## config.mk

```make
export PLATFORM = sky130hd
export DESIGN_NAME = smr_mode_regs
export DESIGN_NICKNAME = d
export VERILOG_FILES = /design/src/logic/smr_pkg.sv /design/src/logic/smr_mode_regs.sv
export VERILOG_INCLUDE_DIRS = /design/src /design/src/logic
export SDC_FILE = /design/constraint.sdc
export NUM_CORES = 1
export LEC_CHECK = 0
export BUFFER_PORTS_ARGS = -buffer_cell sky130_fd_sc_hd__buf_2
export CORE_MARGIN = 8
export CORE_UTILIZATION = 50
export DETAILED_ROUTE_END_ITERATION = 6
export PLACE_DENSITY = 0.78
export SLEW_MARGIN = 40
export SYNTH_ARGS = -nofsm -noshare
export SYNTH_HDL_FRONTEND = slang
export SYNTH_SLANG_ARGS = --single-unit
```

## constraint.sdc

```tcl
create_clock -name clk -period 2.37 [get_ports clk]
set_clock_uncertainty 0.05 [all_clocks]
set_input_delay 0.474 -clock clk [delete_from_list [all_inputs] [get_ports clk]]
set_output_delay 0.474 -clock clk [all_outputs]
set_load 0.05 [all_outputs]
```

## src/logic/smr_regs.svh

```systemverilog
`ifndef SMR_REGS_SVH
`define SMR_REGS_SVH
// ==========================================================================
// Mode addresses
`define SMR_ADDR_INFO      8'h00
`define SMR_ADDR_FEATURE   8'h01
// ==========================================================================
// Feature register fields
`define SMR_FEAT_BL_LSB    0
`define SMR_FEAT_BL_MSB    2
`define SMR_FEAT_BT_BIT    3
`define SMR_FEAT_WC_BIT    4
`define SMR_FEAT_WR_LSB    5
`define SMR_FEAT_WR_MSB    7
`define SMR_FEAT_RESET     8'h22
// ==========================================================================
// Field codes
`define SMR_BL4            3'h2
`define SMR_BL8            3'h3
`define SMR_BL16           3'h4
`define SMR_WR_MIN_CODE    3'h1
`define SMR_WR_MAX_CODE    3'h6
`define SMR_WR_CODE_BIAS   4'h2
`define SMR_CAL_NONE       2'h0
`define SMR_CAL_SUPPLY     2'h1
`define SMR_CAL_GROUND     2'h2
`define SMR_CAL_OK         2'h3
// ==========================================================================
// Information register fields
`define SMR_INFO_AUTO_BIT  0
`define SMR_INFO_KIND_BIT  1
`define SMR_INFO_DNV_BIT   2
`define SMR_INFO_CAL_LSB   3
`endif

```

## src/logic/smr_pkg.sv

```systemverilog
package smr_pkg;
  // ========================================================================
  // Burst engine states
  typedef enum logic [1:0] {SMR_IDLE, SMR_BURST, SMR_RECOVER} smr_state_t;
  typedef logic [9:0] smr_col_t;
endpackage

```

## src/logic/smr_mode_regs.sv

```systemverilog
`timescale 1ns/1ps
`include "smr_regs.svh"
// Behaviour
// Info reports init status, kind, no invalid-data
// Info bits 4:3 give calibration test result
// Test result updates after calibration completes
// Faulty result: factory trim, ignore calibration
// Result 11 only means resistor present
// Feature register at 01h field layout
// Burst length codes 4, 8, 16; code 16 is stored but every 16-beat burst is refused as illegal
// Burst type and wrap bit decode
// Write recovery codes 3 to 8 cycles
// Auto-precharge starts after write recovery count
// Controller rounds recovery time up
// Four-beat wrap and no-wrap orders
// Eight-beat sequential and interleaved orders
// Reserved bits read as zero
// Writes to info register do nothing
// Info register at address 00h
// Column bit zero forced to zero
// Memory kind bit reads zero
module smr_mode_regs
  import smr_pkg::*;
(
  input  wire logic       clk,
  input  wire logic       srst,
  input  wire logic       mrw_valid,
  input  wire logic       mrr_valid,
  input  wire logic [7:0] mr_addr,
  input  wire logic [7:0] mr_wdata,
  output logic      [7:0] mrr_data,
  output logic            mrr_data_valid,
  input  wire logic       init_complete,
  input  wire logic       cal_init_done,
  input  wire logic [1:0] cal_test_code,
  input  wire logic       cal_cmd_req,
  output logic            cal_cmd_grant,
  output logic            factory_trim,
  input  wire logic       burst_req,
  input  wire logic       burst_write,
  input  wire logic       burst_ap,
  input  wire smr_col_t   burst_start,
  output logic            burst_ready,
  output logic            burst_illegal,
  output smr_col_t        beat_col,
  output logic            beat_valid,
  output logic            precharge_start
);

  // ========================================================================
  // Registers
  logic [7:0] feature_r;
  logic       auto_init_r;
  logic [1:0] cal_result_r;
  smr_state_t state_r;
  smr_col_t   base_r;
  logic [3:0] beat_r;
  logic [3:0] wr_cnt_r;
  logic       ap_pend_r;

  // Decoded feature fields, calibration fault and info word
  logic [2:0] burst_length;
  logic       burst_type;
  logic       wrap_control;
  logic [2:0] write_recovery_cycles;
  logic [3:0] last_beat;
  logic [3:0] wr_cycles;
  logic       cal_fault;
  logic [7:0] info_value;

  assign burst_length          = feature_r[`SMR_FEAT_BL_MSB:`SMR_FEAT_BL_LSB];
  assign burst_type            = feature_r[`SMR_FEAT_BT_BIT];
  assign wrap_control          = feature_r[`SMR_FEAT_WC_BIT];
  assign write_recovery_cycles = feature_r[`SMR_FEAT_WR_MSB:`SMR_FEAT_WR_LSB];
  assign last_beat = (burst_length == `SMR_BL8) ? 4'h7 : 4'h3;
  assign wr_cycles = {1'b0, write_recovery_cycles} + `SMR_WR_CODE_BIAS;

  // ========================================================================
  // Column for a given beat
  function automatic smr_col_t beat_address(input smr_col_t base, input logic [3:0] idx,
                                            input logic [2:0] bl, input logic bt,
                                            input logic wc);
    smr_col_t col;
    col = base;
    if (wc)
      col = base + {6'h00, idx};
    else if (bl == `SMR_BL8)
      col[2:0] = bt ? (base[2:0] ^ idx[2:0]) : (base[2:0] + idx[2:0]);
    else
      col[1:0] = base[1:0] + idx[1:0];
    return col;
  endfunction

  // Legal code checks for a feature write
  function automatic logic feature_legal(input logic [7:0] v);
    logic [2:0] bl;
    logic [2:0] wr;
    bl = v[`SMR_FEAT_BL_MSB:`SMR_FEAT_BL_LSB];
    wr = v[`SMR_FEAT_WR_MSB:`SMR_FEAT_WR_LSB];
    return (bl == `SMR_BL4 || bl == `SMR_BL8 || bl == `SMR_BL16) &&
           (wr >= `SMR_WR_MIN_CODE) && (wr <= `SMR_WR_MAX_CODE);
  endfunction

  // ========================================================================
  // Feature register write; info address writes fall through
  always_ff @(posedge clk)
  begin
    if (srst)
      feature_r <= `SMR_FEAT_RESET;
    else if (mrw_valid && mr_addr == `SMR_ADDR_FEATURE && feature_legal(mr_wdata))
      feature_r <= mr_wdata;
  end

  // Auto-initialisation status
  always_ff @(posedge clk)
  begin
    if (srst)
      auto_init_r <= 1'b1;
    else if (init_complete)
      auto_init_r <= 1'b0;
  end

  // Calibration self-test result, taken at calibration completion
  always_ff @(posedge clk)
  begin
    if (srst)
      cal_result_r <= `SMR_CAL_NONE;
    else if (cal_init_done)
      cal_result_r <= cal_test_code;
  end

  assign cal_fault = (cal_result_r == `SMR_CAL_SUPPLY) ||
                     (cal_result_r == `SMR_CAL_GROUND);
  assign factory_trim  = cal_fault;
  assign cal_cmd_grant = cal_cmd_req && !cal_fault;

  // Information word, reserved bits zero
  always_comb
  begin
    info_value = 8'h00;
    info_value[`SMR_INFO_AUTO_BIT] = auto_init_r;
    info_value[`SMR_INFO_KIND_BIT] = 1'b0;
    info_value[`SMR_INFO_DNV_BIT]  = 1'b0;
    info_value[`SMR_INFO_CAL_LSB +: 2] = cal_result_r;
  end

  // ========================================================================
  // Mode register read answer, one cycle after the request
  always_ff @(posedge clk)
  begin
    if (srst)
    begin
      mrr_data       <= 8'h00;
      mrr_data_valid <= 1'b0;
    end
    else
    begin
      mrr_data_valid <= mrr_valid;
      if (mrr_valid)
        mrr_data <= (mr_addr == `SMR_ADDR_INFO) ? info_value : 8'h00;
    end
  end

  // ========================================================================
  // Burst engine
  assign burst_ready = (state_r == SMR_IDLE);
  assign burst_illegal = burst_req && burst_ready &&
                         (wrap_control ? (burst_length != `SMR_BL4)
                                       : (burst_length == `SMR_BL16));

  always_ff @(posedge clk)
  begin
    if (srst)
    begin
      state_r   <= SMR_IDLE;
      base_r    <= '0;
      beat_r    <= 4'h0;
      ap_pend_r <= 1'b0;
      wr_cnt_r  <= 4'h0;
    end
    else
    begin
      case (state_r)
        SMR_IDLE:
        begin
          if (burst_req && !burst_illegal)
          begin
            state_r   <= SMR_BURST;
            base_r    <= {burst_start[9:1], 1'b0};
            beat_r    <= 4'h0;
            ap_pend_r <= burst_write && burst_ap;
          end
        end
        SMR_BURST:
        begin
          if (beat_r == last_beat)
          begin
            state_r  <= ap_pend_r ? SMR_RECOVER : SMR_IDLE;
            wr_cnt_r <= wr_cycles - 4'h1;
          end
          beat_r <= beat_r + 4'h1;
        end
        SMR_RECOVER:
        begin
          if (wr_cnt_r == 4'h0)
            state_r <= SMR_IDLE;
          wr_cnt_r <= wr_cnt_r - 4'h1;
        end
        default:
          state_r <= SMR_IDLE;
      endcase
    end
  end

  // Beat address and precharge pulse outputs
  always_ff @(posedge clk)
  begin
    if (srst)
    begin
      beat_col        <= '0;
      beat_valid      <= 1'b0;
      precharge_start <= 1'b0;
    end
    else
    begin
      beat_valid      <= (state_r == SMR_BURST);
      beat_col        <= beat_address(base_r, beat_r, burst_length, burst_type, wrap_control);
      precharge_start <= (state_r == SMR_RECOVER) && (wr_cnt_r == 4'h0);
    end
  end
endmodule // smr_mode_regs

```

==> out/qor.log, run 1 <==
[critical_path] cell depth of the worst setup path 4
[timing] Slew Limit Headroom 0.582
[critical_path] r2r worst-path depth 6
[clock_network] post-cts repair resize count 0
[critical_path] total buffers and inverters traversed by the critical path 1
[flow_run] Max Cap Viol 0
[critical_path] worst setup path start feature_r[4]
[critical_path] Critical Path End Type primary output
[critical_path] Largest stage delay, worst path 530 ps
[clock_network] clock tree root buffer cell sky130_fd_sc_hd__clkbuf_8
[critical_path] worst path cell trace o21ai_0, o2bb2ai_1, nor2_1, buf_2
[layout] synthesis-to-finish area growth 18.0%
[hold_path] Min-Delay Path Class in -> reg
[logic_synthesis] most common flop cell mapped by yosys sky130_fd_sc_hd__dfxtp_1
[timing] clock period minus final worst setup slack 2120 ps
[placement] detailed-placement wirelength estimate 3820 microns
[routing] total number of vias 2,057
[clock_network] clock slew at reported path FFs 80 ps
[clock_network] Worst-Skew Late Latency 300 ps
[timing] final setup violation count 0
[logic_synthesis] number of instances in the synthesized netlist 268
[clock_network] TritonCTS clock tree yes
[timing] max-slew violations 0
[clock_network] clock buffer count from CTS 5
[logic_synthesis] count of yosys warnings during synthesis 0
[grt] GR Overflow Total 0
[timing] RSZ-0062 raised after global routing false
[power_and_ir_drop] Peak supply drop 0.316 mV
[grt] overall fraction of global-route tracks in use 0.145
[clock_network] post-CTS setup-driven buffer insertion count 0
[routing] initial detailed-routing violation count 142
[routing] detailed-route DRC error count 0
[critical_path] data arrival at the endpoint of the critical path 1600 ps
[timing] slew at the pin closest to its max-slew limit 624 ps
[logic_synthesis] sequential share of the synthesized area 0.410
[logic_synthesis] Synth Cell Area 2290 sq um
[logic_synthesis] Post-synth EDFFs 0
[logic_synthesis] synth unique cells 49
[clock_network] Clock Tree Buf Depth 2
[logic_synthesis] fraction of synthesis flops using an asynchronous set or reset pin 0
[floorplanning] Vert. Die Dim 83.7 microns
[layout] Antenna Diode Count 0
[layout] Total Nets Final 366
[power_and_ir_drop] Lkg Pwr 1.09 nW
[critical_path] classification of the worst setup path reg -> out
[logic_synthesis] number of register bits inferred by synthesis 47
[layout] Post-Route Utilization 0.617
[grt] maximum number of pins on one net before global-route repair 52
[timing] aggregate negative setup slack 0 ps
[floorplanning] die width 83.7 microns
[outcome] result of the run finished clean
[placement] DP Area 2590 sq um
[timing] Max Fclk 472 MHz
[floorplanning] initial core utilization 0.523
[floorplanning] Core Region 4380 sq um
[timing] final hold violation count 0
[clock_network] Clock Sink Count 47
[routing] total detailed-routing wirelength 5100 microns
[routing] average routed wire per standard cell 13.7 microns
[layout] final instance count without filler cells 373
[placement] cell count after placement 366
[layout] most common cell after layout, fill and taps aside sky130_fd_sc_hd__buf_2
[floorplanning] number of placed I/O pins 63
[critical_path] register-to-register setup slack 590 ps
[placement] PortBufs 56
[grt] global-route wire length before repair 8740 microns
[floorplanning] number of rows in the core area 24
[routing] Via-to-Cell Ratio 5.51
[routing] antenna viol nets, final 0
[routing] first drt pass iteration count 4
[critical_path] CP top delay family flip-flops
[grt] vias in the first global route 2,009
[clock_network] CTS HTree Levels 2
[critical_path] worst reg2reg endpoint beat_col[9]
[logic_synthesis] post-synthesis area per instance 8.55 sq um
[power_and_ir_drop] overall power after layout 1.62 mW
[critical_path] cell at the slowest stage of the critical path sky130_fd_sc_hd__dfxtp_1
[critical_path] Worst Path Required 1850 ps
[grt] number of antenna violations at the first check in global routing 0
[critical_path] Critical Path Fanout Max 11
[critical_path] nature of the critical path startpoint flop
[critical_path] end point of the critical path burst_illegal
[power_and_ir_drop] Pwr Density 598 nW/um^2
[critical_path] startpoint of the worst-slack reg-to-reg timing path beat_r[1]
[timing] crit share post-route 0.894
[layout] fraction of final layout cells with drive strength greater than 1 0.237
[layout] cell area after layout 2700 sq um
[floorplanning] area of the die 7010 sq um
[placement] routability cong. 0.798
[clock_network] quantity of hold-fixing buffers added after cts 0
[layout] commonest cells after routing, fill and taps aside sky130_fd_sc_hd__buf_2, sky130_fd_sc_hd__dfxtp_1, sky130_fd_sc_hd__a21oi_1, sky130_fd_sc_hd__o21ai_0, sky130_fd_sc_hd__nor2_1
## routing by layer
layer	wire (microns)	share of wire	track usage
met4	107	0.021	0.0691
met2	2360	0.46	0.239
met5	0	0	0
met3	235	0.046	0.0381
met1	2390	0.47	0.170
## tightest hold or removal path, stage by stage
cell and delay (ps):
sky130_fd_sc_hd__buf_2 70, sky130_fd_sc_hd__mux2i_1 60, sky130_fd_sc_hd__nor2_1 70
## synth_stat cells (4+ instances only)
| master | instances | area, sq um |
|---|---|---|
| sky130_fd_sc_hd__xnor2_1 | 8 | 70.1 |
| sky130_fd_sc_hd__nand3_1 | 18 | 90.1 |
| sky130_fd_sc_hd__o21ai_0 | 22 | 110 |
| sky130_fd_sc_hd__clkbuf_1 | 9 | 33.8 |
| sky130_fd_sc_hd__dfxtp_1 | 47 | 941 |
| sky130_fd_sc_hd__a211o_1 | 4 | 35.0 |
| sky130_fd_sc_hd__a21oi_1 | 29 | 145 |
| sky130_fd_sc_hd__ha_1 | 6 | 75.1 |
| sky130_fd_sc_hd__or3_1 | 7 | 43.8 |
| sky130_fd_sc_hd__nor2_1 | 22 | 82.6 |
| sky130_fd_sc_hd__nand2b_1 | 6 | 37.5 |
| sky130_fd_sc_hd__nor3_1 | 4 | 20.0 |
| sky130_fd_sc_hd__buf_4 | 5 | 37.5 |
| sky130_fd_sc_hd__nand2_1 | 8 | 30.0 |
| sky130_fd_sc_hd__nor2b_1 | 10 | 62.6 |
| sky130_fd_sc_hd__inv_1 | 10 | 37.5 |
## final cells by class
class / count / area [sq um]
clock buffer: 5 / 68.8
fill: 406 / 1680
tap: 52 / 65.1
multi-input combinational: 198 / 1250
inverter: 10 / 37.5
sequential: 47 / 941
timing repair buffer: 59 / 305
clock inverter: 2 / 37.5
## flip-flops by register name, indices dropped and copies added, names as in the netlist
signal,flops
beat_col,10
base_r,9
feature_r,8
beat_r,4
wr_cnt_r,4
mrr_data,3
cal_result_r,2
state_r,2
ap_pend_r,1
auto_init_r,1
beat_valid,1
mrr_data_valid,1
precharge_start,1
## cell families after synthesis
group / synth area share
and+or+nand+nor: 0.225
AOI/OAI and AO/OA: 0.204
DFF: 0.410
buffers and inverters: 0.0524
xor gates and xnor gates: 0.0420
adders and majority gates: 0.0415
muxes: 0.0229
other: 0.00164
## through the flow
stage,setup WS [ps],hold slack [ps]
2_1_floorplan,53.2,377
3_3_place_gp,368,388
3_5_place_dp,334,400
4_1_cts,235,356
5_1_grt,120,361
6_report,251,358
## power by group
group / total, mW / leakage (nW) / internal (mW) / switching [mW]
combinational: 0.206 / 0.656 / 0.0692 / 0.136
sequential: 0.838 / 0.383 / 0.815 / 0.0223
clock: 0.573 / 0.0502 / 0.308 / 0.265
total: 1.62 / 1.09 / 1.19 / 0.424
## worst min-delay path by stage
| stage | start | endpoint | slack (ps) | cells past startpoint |
|---|---|---|---|---|
| floorplan | auto_init_r | auto_init_r | 380 | 1 |
| global placement | auto_init_r | auto_init_r | 390 | 1 |
| detailed placement | auto_init_r | auto_init_r | 400 | 1 |
| CTS | burst_start[5] | base_r[5] | 360 | 3 |
| global route | burst_start[5] | base_r[5] | 360 | 3 |
| finish | cal_test_code[0] | cal_result_r[0] | 360 | 3 |
Note: power is estimated with default switching activity, not from simulation.
==> run 2, diff against run 1 <==
--- a/config.mk
+++ b/config.mk
@@ -6,11 +6,12 @@
 export SDC_FILE = /design/constraint.sdc
 export NUM_CORES = 1
 export LEC_CHECK = 0
-export BUFFER_PORTS_ARGS = -buffer_cell sky130_fd_sc_hd__buf_2
 export CORE_MARGIN = 8
 export CORE_UTILIZATION = 50
 export DETAILED_ROUTE_END_ITERATION = 6
-export PLACE_DENSITY = 0.78
+export DONT_BUFFER_PORTS = 1
+export PLACE_DENSITY = 0.66
+export RECOVER_POWER = 25
 export SLEW_MARGIN = 40
 export SYNTH_ARGS = -nofsm -noshare
 export SYNTH_HDL_FRONTEND = slang
==> out/qor.log, run 2 (synthesized netlist as in run 1, its figures left out) <==
[critical_path] CP top delay family buffers and inverters
[hold_path] origin of the worst min-delay path srst
[timing] max-slew violations 0
[timing] final setup violation count 0
[layout] commonest cells after routing, fill and taps aside sky130_fd_sc_hd__dfxtp_1, sky130_fd_sc_hd__a21oi_1, sky130_fd_sc_hd__o21ai_0, sky130_fd_sc_hd__nor2_1, sky130_fd_sc_hd__nand3_1
[placement] DP Area 2340 sq um
[layout] fillcell total 416
[layout] Antenna Diode Count 0
[floorplanning] number of rows in the core area 24
[critical_path] total buffers and inverters traversed by the critical path 2
[timing] crit share post-route 0.813
[clock_network] Clock Tree Buf Depth 2
[routing] total detailed-routing wirelength 4940 microns
[power_and_ir_drop] Pwr Density 656 nW/um^2
[timing] final hold violation count 0
[placement] detailed-placement wirelength estimate 3680 microns
[power_and_ir_drop] clock network fraction of total power 0.386
[critical_path] classification of the worst setup path reg -> out
[placement] routability cong. 0.802
[floorplanning] Vert. Die Dim 83.7 microns
[placement] cell count after placement 314
[floorplanning] initial core utilization 0.523
[critical_path] Critical Path End Type primary output
[critical_path] Critical Path Fanout Max 11
[clock_network] Clock Sink Count 47
[timing] aggregate negative setup slack 0 ps
[placement] PortBufs 0
[clock_network] clock tree root buffer cell sky130_fd_sc_hd__clkbuf_8
[power_and_ir_drop] fraction of power consumed by combinational cells 0.076
[floorplanning] area of the die 7010 sq um
[power_and_ir_drop] Peak supply drop 0.304 mV
[timing] slew at the pin closest to its max-slew limit 670 ps
[layout] most common cell after layout, fill and taps aside sky130_fd_sc_hd__dfxtp_1
[routing] total number of vias 1,860
[routing] antenna viol nets, final 0
[timing] Max Fclk 519 MHz
[flow_run] Max Cap Viol 0
[grt] GR Overflow Total 0
[grt] global-route wire length before repair 8440 microns
[timing] clock period minus final worst setup slack 1930 ps
[routing] initial detailed-routing violation count 160
[layout] Total Nets Final 314
[clock_network] TritonCTS clock tree yes
[critical_path] startpoint of the worst-slack reg-to-reg timing path beat_r[1]
[routing] first drt pass iteration count 4
[power_and_ir_drop] net load switching power 408 uW
[critical_path] cell at the slowest stage of the critical path sky130_fd_sc_hd__dfxtp_1
[power_and_ir_drop] cell internal pwr 1.21 mW
[layout] cell area after layout 2470 sq um
[floorplanning] die width 83.7 microns
[critical_path] Worst Path Required 1850 ps
[clock_network] CTS HTree Levels 2
[clock_network] post-CTS setup-driven buffer insertion count 0
[floorplanning] Core Region 4380 sq um
[power_and_ir_drop] Seq pwr share 0.538
[clock_network] Worst-Skew Late Latency 300 ps
[layout] largest reg by FF count beat_col
[timing] RSZ-0062 raised after global routing false
[critical_path] nature of the critical path startpoint flop
[layout] largest registers in the final layout beat_col (10), base_r (9), feature_r (8)
[timing] Slew Limit Headroom 0.552
[critical_path] Largest stage delay, worst path 320 ps
[timing] post-route worst setup slack 444 ps
[clock_network] post-cts repair resize count 0
[critical_path] worst setup path start feature_r[4]
[routing] Via-to-Cell Ratio 5.78
[routing] detailed-route DRC error count 0
[grt] number of antenna violations at the first check in global routing 0
[layout] fraction of final layout cells with drive strength greater than 1 0.0926
[outcome] result of the run finished clean
[power_and_ir_drop] Lkg Pwr 0.874 nW
[placement] worst slack at placement 459 ps
[clock_network] quantity of hold-fixing buffers added after cts 0
[critical_path] CP most frequent cell sky130_fd_sc_hd__buf_4
[layout] synthesis-to-finish area growth 7.59%
[clock_network] clock slew at reported path FFs 90 ps
[grt] overall fraction of global-route tracks in use 0.141
[layout] final instance count without filler cells 322
[hold_path] Min-Delay Path Class in -> reg
[grt] vias in the first global route 1,827
[critical_path] data arrival at the endpoint of the critical path 1400 ps
[grt] maximum number of pins on one net before global-route repair 52
[routing] average routed wire per standard cell 15.3 microns
[layout] number of flip-flops in the largest register 10
[floorplanning] number of placed I/O pins 63
[critical_path] worst path cell trace buf_4, o21ai_0, o2bb2ai_1, nor2_1, buf_4
[clock_network] clock buffer count from CTS 5
[timing] final hold slack 196 ps
[power_and_ir_drop] fraction of power spent switching nets 0.253
==> run 2: cell count changes in the layout (fill, tap and decap cells not counted), sizes merged <==
cell,previous run,this run
buf,59,7
clkbuf,5,6
clkinvlp,1,0
inv,10,11
==> run 2: area by class of cell <==
| class | count | area [sq um] | share of cell area |
|---|---|---|---|
| inverters | 10 | 37.5 | 0.0152 |
| clock inverters | 2 | 38.8 | 0.0157 |
| flip-flops and latches | 47 | 941 | 0.382 |
| clock buffers | 6 | 82.6 | 0.0335 |
| multi-input cells | 198 | 1250 | 0.506 |
| well taps | 52 | 65.1 | 0.0264 |
| repair buffers | 7 | 52.6 | 0.0213 |
==> run 2: power by group through the flow <==
stage / Sequential (mW) / Combinational (mW) / Clock (mW)
after floorplan: 0.879 / 0.123 / 0
after global placement: 0.887 / 0.121 / 0
after detailed placement: 0.888 / 0.124 / 0
after CTS: 0.869 / 0.124 / 0.639
after global routing: 0.874 / 0.137 / 0.667
final: 0.869 / 0.123 / 0.624
==> run 2: through the flow <==
stage	power (mW)	util
after floorplan	1.00	-
after CTS	1.63	0.563
after global routing	1.68	0.563
after detailed placement	1.01	0.535
after global placement	1.01	0.535
final	1.62	0.563
==> run 2: metal layers <==
layer / global-route usage / vias to the layer above / share of wire
li1: - / 952 / -
met1: 0.164 / 840 / 0.45
met2: 0.223 / 62 / 0.45
met3: 0.0635 / 6 / 0.091
met4: 0.0424 / 0 / 0.011
met5: 0 / - / 0
==> run 2: final timing paths <==
kind                                 endpoint  slack, ps  cells past startpoint
worst max-delay path            burst_illegal        440                      5
worst min-delay path              wr_cnt_r[3]        200                      1
worst max register to register    beat_col[9]        590                      6
worst min register to register    auto_init_r        420                      1
==> run 2: worst register-to-register path, stage by stage (launching register included) <==
cell and delay [ps]:
sky130_fd_sc_hd__dfxtp_1 360, sky130_fd_sc_hd__ha_1 230, sky130_fd_sc_hd__fa_1 410, sky130_fd_sc_hd__a21oi_1 320
sky130_fd_sc_hd__nor4b_1 130, sky130_fd_sc_hd__xnor2_1 150, sky130_fd_sc_hd__nor2_1 50
==> run 3, diff against run 2 <==
--- a/config.mk
+++ b/config.mk
@@ -6,6 +6,7 @@
 export SDC_FILE = /design/constraint.sdc
 export NUM_CORES = 1
 export LEC_CHECK = 0
+export ABC_AREA = 1
 export CORE_MARGIN = 8
 export CORE_UTILIZATION = 50
 export DETAILED_ROUTE_END_ITERATION = 6
==> constraint.sdc (replaced) <==
create_clock -name clk -period 2 [get_ports clk]
set_clock_uncertainty 0.05 [all_clocks]
set_input_delay 0.4 -clock clk [delete_from_list [all_inputs] [get_ports clk]]
set_output_delay 0.4 -clock clk [all_outputs]
set_load 0.05 [all_outputs]
==> out/qor.log, run 3 <==
[outcome] result of the run finished clean
[routing] detailed-route DRC error count 0
[timing] Slew Limit Headroom 0.482
[floorplanning] Core Region 4320 sq um
[placement] PortBufs 0
[clock_network] Clock Sink Count 47
[critical_path] Largest stage delay, worst path 350 ps
[layout] number of flip-flops in the largest register 10
[floorplanning] area of the die 6880 sq um
[grt] overall fraction of global-route tracks in use 0.137
[layout] largest registers in the final layout beat_col (10), base_r (9), feature_r (8)
[critical_path] classification of the worst setup path reg -> out
[critical_path] data arrival at the endpoint of the critical path 1440 ps
[timing] Max Fclk 530 MHz
[clock_network] Clock Tree Buf Depth 2
[logic_synthesis] number of instances in the synthesized netlist 302
[timing] aggregate negative setup slack 0 ps
[clock_network] post-CTS setup-driven buffer insertion count 0
[critical_path] CP most frequent cell sky130_fd_sc_hd__inv_1
[timing] final hold slack 111 ps
[logic_synthesis] post-synthesis area per instance 7.42 sq um
[power_and_ir_drop] Peak supply drop 0.390 mV
[critical_path] nature of the critical path startpoint flop
[critical_path] cell at the slowest stage of the critical path sky130_fd_sc_hd__inv_1
[placement] detailed-placement wirelength estimate 3510 microns
[logic_synthesis] fraction of synthesis flops using an asynchronous set or reset pin 0
[placement] routability cong. 0.797
[floorplanning] Vert. Die Dim 83.0 microns
[logic_synthesis] top cell type by total area after synthesis sky130_fd_sc_hd__dfxtp_1
[critical_path] worst path cell trace inv_1, nand2_2, nor2_8, nand2_4, inv_1
[logic_synthesis] share of the synthesized area in the top cell type 0.420
[clock_network] post-cts repair resize count 0
[clock_network] clock buffer count from CTS 5
[logic_synthesis] most area-consuming cells after synthesis sky130_fd_sc_hd__dfxtp_1, sky130_fd_sc_hd__inv_1, sky130_fd_sc_hd__o21ai_0
[layout] Total Nets Final 351
[logic_synthesis] count of yosys warnings during synthesis 0
[clock_network] clock slew at reported path FFs 90 ps
[floorplanning] number of placed I/O pins 63
[power_and_ir_drop] Pwr Density 934 nW/um^2
[layout] Antenna Diode Count 0
[hold_path] Min-Delay Path Class in -> reg
[logic_synthesis] synth unique cells 34
[logic_synthesis] Synth Cell Area 2240 sq um
[grt] vias in the first global route 1,774
[timing] final hold violation count 0
[clock_network] clock tree root buffer cell sky130_fd_sc_hd__clkbuf_8
[timing] max-slew violations 0
[clock_network] Worst-Skew Late Latency 300 ps
[timing] final setup violation count 0
[logic_synthesis] list of most frequent post-synthesis cells sky130_fd_sc_hd__dfxtp_1, sky130_fd_sc_hd__inv_1, sky130_fd_sc_hd__nand2_1
[layout] fraction of final layout cells with drive strength greater than 1 0.101
[flow_run] Max Cap Viol 0
[clock_network] quantity of hold-fixing buffers added after cts 0
[power_and_ir_drop] Lkg Pwr 1.11 nW
[logic_synthesis] most common flop cell mapped by yosys sky130_fd_sc_hd__dfxtp_1
[floorplanning] die width 83.0 microns
[routing] Via-to-Cell Ratio 5.08
[grt] maximum number of pins on one net before global-route repair 19
[routing] total number of vias 1,824
[routing] average routed wire per standard cell 12.8 microns
[layout] largest reg by FF count beat_col
[timing] clock period minus final worst setup slack 1890 ps
[routing] initial detailed-routing violation count 133
[floorplanning] initial core utilization 0.519
[layout] commonest cells after routing, fill and taps aside sky130_fd_sc_hd__dfxtp_1, sky130_fd_sc_hd__inv_1, sky130_fd_sc_hd__nand2_1, sky130_fd_sc_hd__nor2_1, sky130_fd_sc_hd__o21ai_0
[clock_network] CTS HTree Levels 2
[routing] first drt pass iteration count 4
[logic_synthesis] number of register bits inferred by synthesis 47
[grt] GR Overflow Total 0
[power_and_ir_drop] overall power after layout 2.24 mW
[critical_path] Worst Path Required 1550 ps
[layout] synthesis-to-finish area growth 7.09%
[grt] number of antenna violations at the first check in global routing 0
[timing] slew at the pin closest to its max-slew limit 777 ps
[critical_path] Critical Path Fanout Max 8
[logic_synthesis] most repeated cell in the gate-level netlist after synthesis sky130_fd_sc_hd__dfxtp_1
[routing] total detailed-routing wirelength 4600 microns
[critical_path] Critical Path End Type primary output
[grt] global-route wire length before repair 8080 microns
[layout] most common cell after layout, fill and taps aside sky130_fd_sc_hd__dfxtp_1
[routing] antenna viol nets, final 0
[logic_synthesis] sequential share of the synthesized area 0.420
[clock_network] TritonCTS clock tree yes
[timing] RSZ-0062 raised after global routing false
[logic_synthesis] Post-synth EDFFs 0
[floorplanning] number of rows in the core area 24
[timing] crit share post-route 0.943
-- run 3: kinds of logic (layout without fill, tap and decap cells) --
group	Yosys count	count (layout)	share of synthesized area
compound gates	68	68	0.166
xor+xnor	3	3	0.0117
fa+ha+maj	7	7	0.0424
buf+inv	56	57	0.109
flops	47	47	0.420
other cells	1	5	0.00167
simple gates	120	120	0.249
-- run 3: routing by layer --
| metal | track usage | routed length (microns) |
|---|---|---|
| met1 | 0.170 | 2130 |
| met2 | 0.213 | 2060 |
| met5 | 0 | 0 |
| met4 | 0.0463 | 57 |
| met3 | 0.0498 | 347 |
-- run 3: area by class of cell --
class | instances | area [sq um]
tap | 52 | 65.1
timing repair buffer | 4 | 26.3
clock buffer | 6 | 82.6
clock inverter | 2 | 38.8
sequential | 47 | 941
multi-input combinational | 203 | 1080
fill | 448 | 1920
inverter | 45 | 169
-- run 3: worst paths after layout --
kind	startpoint	end	slack, ps	cells past startpoint
worst max-delay path	state_r[0]	burst_illegal	110	5
worst min-delay path	srst	base_r[4]	110	1
worst max register to register	beat_r[1]	beat_col[2]	280	8
worst min register to register	auto_init_r	auto_init_r	410	2
-- run 3: through the flow --
step           cells   util  setup WS [ps]  cell area, sq um
3_3_place_gp     351  0.528            294              2280
4_1_cts          359  0.556           88.7              2400
2_1_floorplan    306      -            228              2260
5_1_grt          359  0.555           46.0              2400
3_5_place_dp     351  0.528            294              2280
6_report         359  0.555            115              2400
-- run 3: worst max-delay path: cells and delay by family (launching register included) --
family                 cells  cell delay, ps
and+or+nand+nor            3             400
buffers and inverters      2             440
DFF                        1             300
-- run 3: report_power, final --
group,internal (mW),total (mW),leakage [nW],switching (mW)
combinational,0.118,0.380,0.663,0.263
clock,0.411,0.729,0.0618,0.318
sequential,1.01,1.13,0.384,0.123
